<file path="src/port_pad_pkg.sv">
// Constants and carrier types shared by the port pin and pad control logic
package port_pad_pkg;

   // ------------------------------------------------------------
   // Register indices (byte address is four times the index)
   // ------------------------------------------------------------
   localparam int          ADDR_W          = 20;
   localparam logic [15:0] IDX_PAD_CTRL    = 16'hF0AA;
   localparam logic [15:0] IDX_PORT_LATCH  = 16'hF0B0;
   localparam logic [15:0] IDX_PORT_DIR    = 16'hF0B1;
   localparam logic [15:0] IDX_PIN_STATE   = 16'hF0B2;
   localparam logic [19:0] ADDR_PAD_CTRL   = {2'h0, IDX_PAD_CTRL, 2'h0};
   localparam logic [19:0] ADDR_PORT_LATCH = {2'h0, IDX_PORT_LATCH, 2'h0};
   localparam logic [19:0] ADDR_PORT_DIR   = {2'h0, IDX_PORT_DIR, 2'h0};
   localparam logic [19:0] ADDR_PIN_STATE  = {2'h0, IDX_PIN_STATE, 2'h0};

   // ------------------------------------------------------------
   // Pad control field layout and reset values
   // ------------------------------------------------------------
   localparam int         STROBE_EDGE_LSB = 0;
   localparam int         STROBE_CUR_LSB  = 2;
   localparam int         ALE_EDGE_LSB    = 4;
   localparam int         ALE_CUR_LSB     = 6;
   localparam logic [7:0] PAD_CTRL_RESET  = 8'h00;
   localparam logic [7:0] LATCH_RESET     = 8'h00;
   localparam logic [7:0] DIR_RESET       = 8'h00;

   // ------------------------------------------------------------
   // Field encodings
   // ------------------------------------------------------------
   localparam logic [1:0] EDGE_CODE_FAST = 2'h0;
   localparam logic [1:0] EDGE_CODE_SLOW = 2'h1;
   localparam logic [1:0] CUR_CODE_HIGH  = 2'h0;
   localparam logic [1:0] CUR_CODE_DYN   = 2'h1;
   localparam logic [1:0] CUR_CODE_LOW   = 2'h2;

   typedef enum logic [1:0] {
      CUR_HIGH,
      CUR_DYNAMIC,
      CUR_LOW
   } current_mode_t;

   // Settings applied to one group of pads
   typedef struct packed {
      logic          slow_edge;
      current_mode_t current;
   } pad_drive_t;

   localparam pad_drive_t PAD_DRIVE_RESET = '{slow_edge: 1'b0, current: CUR_HIGH};

endpackage

</file>
<file path="src/port_pad_ctrl.sv">
// Port pin direction, latch, alternate function and strobe pad control logic
//
// The APB interface to the registers was decided locally.

module port_pad_ctrl
   import port_pad_pkg::*;
#(
   parameter int         W             = 8,
   parameter logic [7:0] AUTO_DIR_MASK = 8'h00,
   parameter logic [7:0] PWM_MASK      = 8'h00
) (
   input  wire logic              pclk,
   input  wire logic              presetn,
   input  wire logic              psel,
   input  wire logic              penable,
   input  wire logic              pwrite,
   input  wire logic [ADDR_W-1:0] paddr,
   input  wire logic [31:0]       pwdata,
   output logic      [31:0]       prdata,
   output logic                   pready,
   output logic                   pslverr,
   input  wire logic [W-1:0]      pin_i,
   output logic      [W-1:0]      pin_o,
   output logic      [W-1:0]      pin_oe,
   input  wire logic [W-1:0]      alt_func_en,
   input  wire logic [W-1:0]      alt_data_out,
   input  wire logic [W-1:0]      alt_bus_dir,
   input  wire logic              seg_enable,
   input  wire logic [W-1:0]      seg_addr,
   output logic      [W-1:0]      alt_data_in,
   output pad_drive_t             strobe_pad,
   output pad_drive_t             latch_enable_pad
);

   // ------------------------------------------------------------
   // Decoding helpers
   // ------------------------------------------------------------
   // Address compare, used by read, write and error decoding
   function automatic logic addr_is(input logic [ADDR_W-1:0] a, input logic [ADDR_W-1:0] r);
      return a == r;
   endfunction

   // Reserved edge codes fall back to fast, the safer setting
   function automatic logic edge_slow(input logic [1:0] code);
      return code == EDGE_CODE_SLOW;
   endfunction

   // Reserved current code falls back to full strength
   function automatic current_mode_t cur_mode(input logic [1:0] code);
      current_mode_t m;
      m = CUR_HIGH;
      case (code)
         CUR_CODE_HIGH: m = CUR_HIGH;
         CUR_CODE_DYN:  m = CUR_DYNAMIC;
         CUR_CODE_LOW:  m = CUR_LOW;
         default:       m = CUR_HIGH;
      endcase
      return m;
   endfunction

   // ------------------------------------------------------------
   // State
   // ------------------------------------------------------------
   logic [7:0]   pad_ctrl_q, pad_ctrl_d;
   logic [W-1:0] latch_q, latch_d;
   logic [W-1:0] dir_q, dir_d;
   logic [W-1:0] pin_meta_q, pin_sync_q;
   logic [31:0]  prdata_q, prdata_d;
   logic         pready_q, pready_d;
   logic         pslverr_q, pslverr_d;
   logic [W-1:0] pin_o_q, pin_o_d;
   logic [W-1:0] pin_oe_q, pin_oe_d;
   logic [W-1:0] alt_in_q, alt_in_d;
   pad_drive_t   strobe_q, strobe_d;
   pad_drive_t   ale_q, ale_d;
   logic         setup, access_wr;
   logic         mapped;

   // ------------------------------------------------------------
   // APB slave: one wait-free access, answer registered in setup
   // ------------------------------------------------------------
   always_comb begin
      setup     = psel & ~penable;
      access_wr = psel & penable & pready_q & pwrite;
      mapped    = addr_is(paddr, ADDR_PAD_CTRL) | addr_is(paddr, ADDR_PORT_LATCH)
                | addr_is(paddr, ADDR_PORT_DIR) | addr_is(paddr, ADDR_PIN_STATE);
      pready_d  = setup;
      pslverr_d = setup & ~mapped;
      prdata_d  = 32'h0000_0000;
      if (setup & ~pwrite) begin
         if (addr_is(paddr, ADDR_PAD_CTRL)) begin
            prdata_d = {24'h00_0000, pad_ctrl_q};
         end else if (addr_is(paddr, ADDR_PORT_LATCH)) begin
            prdata_d = {{(32-W){1'b0}}, latch_q};
         end else if (addr_is(paddr, ADDR_PORT_DIR)) begin
            prdata_d = {{(32-W){1'b0}}, dir_q};
         end else if (addr_is(paddr, ADDR_PIN_STATE)) begin
            prdata_d = {{(32-W){1'b0}}, pin_sync_q};
         end
      end
   end

   always_ff @(posedge pclk or negedge presetn) begin
      if (!presetn) begin
         prdata_q  <= 32'h0000_0000;
         pready_q  <= 1'b0;
         pslverr_q <= 1'b0;
      end else begin
         prdata_q  <= prdata_d;
         pready_q  <= pready_d;
         pslverr_q <= pslverr_d;
      end
   end

   // ------------------------------------------------------------
   // Software registers; writes land on the access edge
   // ------------------------------------------------------------
   always_comb begin
      pad_ctrl_d = pad_ctrl_q;
      latch_d    = latch_q;
      dir_d      = dir_q;
      if (access_wr) begin
         if (addr_is(paddr, ADDR_PAD_CTRL)) begin
            pad_ctrl_d = pwdata[7:0];
         end
         if (addr_is(paddr, ADDR_PORT_LATCH)) begin
            latch_d = pwdata[W-1:0];
         end
         if (addr_is(paddr, ADDR_PORT_DIR)) begin
            dir_d = pwdata[W-1:0];
         end
      end
   end

   always_ff @(posedge pclk or negedge presetn) begin
      if (!presetn) begin
         pad_ctrl_q <= PAD_CTRL_RESET;
         latch_q    <= LATCH_RESET[W-1:0];
         dir_q      <= DIR_RESET[W-1:0];
      end else begin
         pad_ctrl_q <= pad_ctrl_d;
         latch_q    <= latch_d;
         dir_q      <= dir_d;
      end
   end

   // ------------------------------------------------------------
   // Pad drive decode
   // ------------------------------------------------------------
   always_comb begin
      strobe_d.slow_edge = edge_slow(pad_ctrl_q[STROBE_EDGE_LSB +: 2]);
      strobe_d.current   = cur_mode(pad_ctrl_q[STROBE_CUR_LSB +: 2]);
      ale_d.slow_edge    = edge_slow(pad_ctrl_q[ALE_EDGE_LSB +: 2]);
      ale_d.current      = cur_mode(pad_ctrl_q[ALE_CUR_LSB +: 2]);
   end

   always_ff @(posedge pclk or negedge presetn) begin
      if (!presetn) begin
         strobe_q <= PAD_DRIVE_RESET;
         ale_q    <= PAD_DRIVE_RESET;
      end else begin
         strobe_q <= strobe_d;
         ale_q    <= ale_d;
      end
   end

   // ------------------------------------------------------------
   // Pin input synchroniser
   // ------------------------------------------------------------
   // Pins are asynchronous; the first stage feeds only the second
   always_ff @(posedge pclk or negedge presetn) begin
      if (!presetn) begin
         pin_meta_q <= '0;
         pin_sync_q <= '0;
      end else begin
         pin_meta_q <= pin_i;
         pin_sync_q <= pin_meta_q;
      end
   end

   // ------------------------------------------------------------
   // Per-pin output, direction and alternate input path
   // ------------------------------------------------------------
   genvar i;
   generate
      for (i = 0; i < W; i++) begin : g_pin
         logic auto_dir, dir_eff, alt_val, drive_val;
         always_comb begin
            auto_dir  = AUTO_DIR_MASK[i] & alt_func_en[i];
            dir_eff   = auto_dir ? alt_bus_dir[i] : dir_q[i];
            alt_val   = seg_enable ? seg_addr[i] : alt_data_out[i];
            if (!alt_func_en[i]) begin
               drive_val = latch_q[i];
            end else if (auto_dir | PWM_MASK[i]) begin
               drive_val = alt_val;
            end else begin
               drive_val = latch_q[i] & alt_val;
            end
            pin_o_d[i]  = drive_val;
            pin_oe_d[i] = dir_eff;
            alt_in_d[i] = dir_eff ? drive_val : pin_sync_q[i];
         end
      end
   endgenerate

   always_ff @(posedge pclk or negedge presetn) begin
      if (!presetn) begin
         pin_o_q  <= '0;
         pin_oe_q <= '0;
         alt_in_q <= '0;
      end else begin
         pin_o_q  <= pin_o_d;
         pin_oe_q <= pin_oe_d;
         alt_in_q <= alt_in_d;
      end
   end

   // Outputs, all from flops
   assign prdata           = prdata_q;
   assign pready           = pready_q;
   assign pslverr          = pslverr_q;
   assign pin_o            = pin_o_q;
   assign pin_oe           = pin_oe_q;
   assign alt_data_in      = alt_in_q;
   assign strobe_pad       = strobe_q;
   assign latch_enable_pad = ale_q;
endmodule

</file>
<file path="config.mk">
export PLATFORM = sky130hd
export DESIGN_NAME = port_pad_ctrl
export DESIGN_NICKNAME = d
export VERILOG_FILES = /design/src/port_pad_pkg.sv /design/src/port_pad_ctrl.sv
export SDC_FILE = /design/constraint.sdc
export NUM_CORES = 1
export LEC_CHECK = 0
export BUFFER_PORTS_ARGS = -buffer_cell sky130_fd_sc_hd__buf_2
export CORE_MARGIN = 4
export CORE_UTILIZATION = 45
export CTS_CLUSTER_DIAMETER = 30
export DETAILED_ROUTE_END_ITERATION = 10
export GPL_ROUTABILITY_DRIVEN = 0
export PLACE_DENSITY = 0.87
export SETUP_SLACK_MARGIN = 0.2
export SLEW_MARGIN = 30
export SYNTH_ARGS = -nofsm -noshare
export SYNTH_HDL_FRONTEND = slang
export SYNTH_SLANG_ARGS = --single-unit
</file>
<file path="constraint.sdc">
create_clock -name pclk -period 1.8 [get_ports pclk]
set_input_delay 0.36 -clock pclk [delete_from_list [all_inputs] [get_ports pclk]]
set_output_delay 0.36 -clock pclk [all_outputs]
set_load 0.005 [all_outputs]
</file>
==> metrics.yaml <==
die_width_um: 92.2
ys_top_cells_by_count: "80 x dfrtp_1, 32 x mux2_2, 25 x buf_4"
wl_per_cell_um: 15.3
total_leakage_power_uw: 0.00218
hpwl_um: 5180
grt_setup_unrepaired: "true"
placement.io_buffers: 105
grt_remaining_overflow: 0
path_cells: "buf_2 -> nor4b_4 -> nand3b_4 -> nor4_4 -> buf_4 -> mux2_2"
global_route_wire_length_before_repair_um: 11200
fin_tns_setup_ns: 0
utilization_pct: 59.0
cell_type_with_the_largest_total_area_after_synthesis: "dfrtp_1"
floorplan.core_area_mm2: 0.00683
floorplan.io_pins: 162
synth_top_family_by_area: "multiplexers"
synth_async_sr_flop_share_pct: 100
vias_per_cell: 4.74
detail_route.iter0.violations: 53
start_kind: "input port"
cp_num_buf_inv: 2
synthesis.instances: 221
timing.final.hold_violations: 0
initial_antenna_violation_count: 0
yosysMostFrequentCell: "dfrtp_1"
syn-cell-area_mm2: 0.00319
timing.hold.worst_path_depth: 1
yosysSeqAreaShare_pct: 62.7
clock-skew-final_ns: 0.00874
number_of_remaining_drc_errors: 0
grt_pass1_vias: 2302
slowest_stage: "nor4b_4"
remaining_antenna_violation_count_after_routing: 0
path_class: "in -> reg"
synth_top_area_share_pct: 62.7
cp.required_ns: 2.02
synth_flop_cell: "dfrtp_1"
cap_viol_max_count: 0
path_delay_family: "simple AND/OR/NAND/NOR gates"
clock_sinks: 80
cts-buffers-inserted: 9
dieHeight_um: 92.2
critical_path_cell_count: 6
fmaxAchievable_mhz: 626
synth_edf_count: 0
row_count: 30
synthAdderAreaFrac_pct: 0
crit_fanout: 4
final_net_count: 444
worst_setup_hold_path_clk_slew_ns: 0.08
postSynthAreaPerCell_um2: 14.4
finalWorstSetupSlack_ns: 0.203
clock_tree.buffer_depth: 2
layout-area-overhead-vs-synth_pct: 26.4
wirelength_um: 6830
detailedPlace.worstSlack_ns: -0.168
fp.dieArea_mm2: 0.00850
yosys.cell_types.count: 27
globalRoute.busiestLayer: "met2"
final_layout_size_suffix_gt1_share_pct: 49.1
first_pass_iters: 4
synth_compound_area_share_pct: 5.73
h-tree-depth: 3
power.density_cell_area_mw_per_mm2: 776
cts_tree: "built"
synth_xor_xnor_area_share_pct: 0
ir_drop_mv: 0.468
synth.yosys.warnings: 0
grt_use_met3_pct: 5.66
share_of_the_clock_period_used_by_the_worst_path_after_layout_pct: 88.7
post_synth_main_area_contributors: "dfrtp_1 63%, mux2_2 11%, buf_4 5.9%, mux2i_1 5.0%, a22o_1 2.2%"
finalSetupViolations: 0
finalWorstPathRequiredPeriod_ns: 1.60
synthMuxAreaShare_pct: 16.3
initial_utilization_pct: 46.7
grt_start_max_net_pins: 37
rr_worst_depth: 5
worst_skew_pair.late_latency_ns: 0.34
finalMaxSlewViolations: 0
status: "finished clean"
end_kind: "flip-flop"
timing.hold.worst.class: "in -> reg"
worstPathArrival_ns: 1.81
nFillCells: 580
global_route.usage.met1_pct: 19.7
global_route.usage.met2_pct: 30.4
track_usage_pct: 17.2
clock_tree.root_cell: "clkbuf_8"
synthSimpleGateAreaFrac_pct: 8.86
synth-seq-cells: 80
total_via_count_after_detailed_routing: 2112
number_of_diodes: 0
crit_path_max_incr_delay_ns: 0.34
==> stage by stage <==
stage,total power (uW),cell area (um2),instances,hold WS (ns)
2_1_floorplan,1980,3290,244,0.0644
3_3_place_gp,2080,3860,430,0.314
3_5_place_dp,2090,3860,430,0.326
4_1_cts,3170,4020,446,0.106
5_1_grt,3280,4030,446,0.0931
6_report,3130,4030,446,0.122
==> sequential cells by signal (all words and copies together) (netlist names) <==
name / cells
pready: 1
alt_data_in: 8
dir_q: 8
latch_q: 8
latch_enable_pad: 3
pin_meta_q: 8
pin_oe: 8
pin_o: 8
pslverr: 1
prdata: 8
strobe_pad: 3
pad_ctrl_q: 8
pin_sync_q: 8
==> final cells by class <==
type	count	area, um2	area share, %
clock buffers	11	131	3.26
clock inverters	4	22.5	0.558
multi-input cells	136	1100	27.2
flip-flops and latches	80	2000	49.6
well taps	96	120	2.98
repair buffers	119	661	16.4
==> layer usage <==
layer / up-vias / part of all wire [%]
met5: - / 0
met4: 0 / 1.1
met1: 1049 / 39
li1: 979 / -
met2: 78 / 52
met3: 6 / 7.7
==> final timing paths <==
check                                end           from  slack [ns]
max                           latch_q[0]       paddr[8]        0.20
min                        pin_meta_q[0]       pin_i[0]        0.12
max reg2reg                   latch_q[0]         pready        0.22
min reg2reg                pin_sync_q[5]  pin_meta_q[5]        0.35
max in group asynchronous  pin_sync_q[7]        presetn        0.76
min in group asynchronous      pin_oe[5]        presetn        0.50
==> kinds of logic (layout without fill, tap and decap cells) <==
family | count (synthesis) | in the layout
multiplexers | 48 | 48
AND/OR/NAND/NOR | 38 | 38
other | 1 | 24
flip-flops | 80 | 80
buffers and inverters | 28 | 134
AO/OA/AOI/OAI | 26 | 26
==> worst reg2reg max path, cell delays in order (launching register included) <==
cell and delay, ns:
dfrtp_1 0.35, and4_4 0.25, nand3_1 0.13, nor4_4 0.20, buf_4 0.20, mux2_2 0.34
==> placed cells by master, fill, tap and decap left out, types with 2 or more instances in the layout <==
cell        n
a21boi_0    9
a22o_1      8
and4bb_2    2
buf_12      2
buf_2     104
buf_4      12
clkbuf_1    2
clkbuf_8    9
clkinv_2    3
conb_1     24
dfrtp_1    80
mux2_2     32
mux2i_1    16
nand2_1    11
nand3_1     2
nor2_1      2
nor2b_1     8
nor4b_4     2
o21ai_0     9
==> where the power goes <==
part | internal, uW | switching, uW
registers | 1830 | 10.5
clock network | 487 | 584
logic | 105 | 116
total | 2420 | 711
==> what timing repair did <==
item	CTS	global route
hold endpoints to repair	30	0
setup endpoints to repair	1	12
resized for setup	1	1
buffers inserted	0	0
hold buffers	1	0
pin swaps	0	1
(Power assumes the default switching activity.)
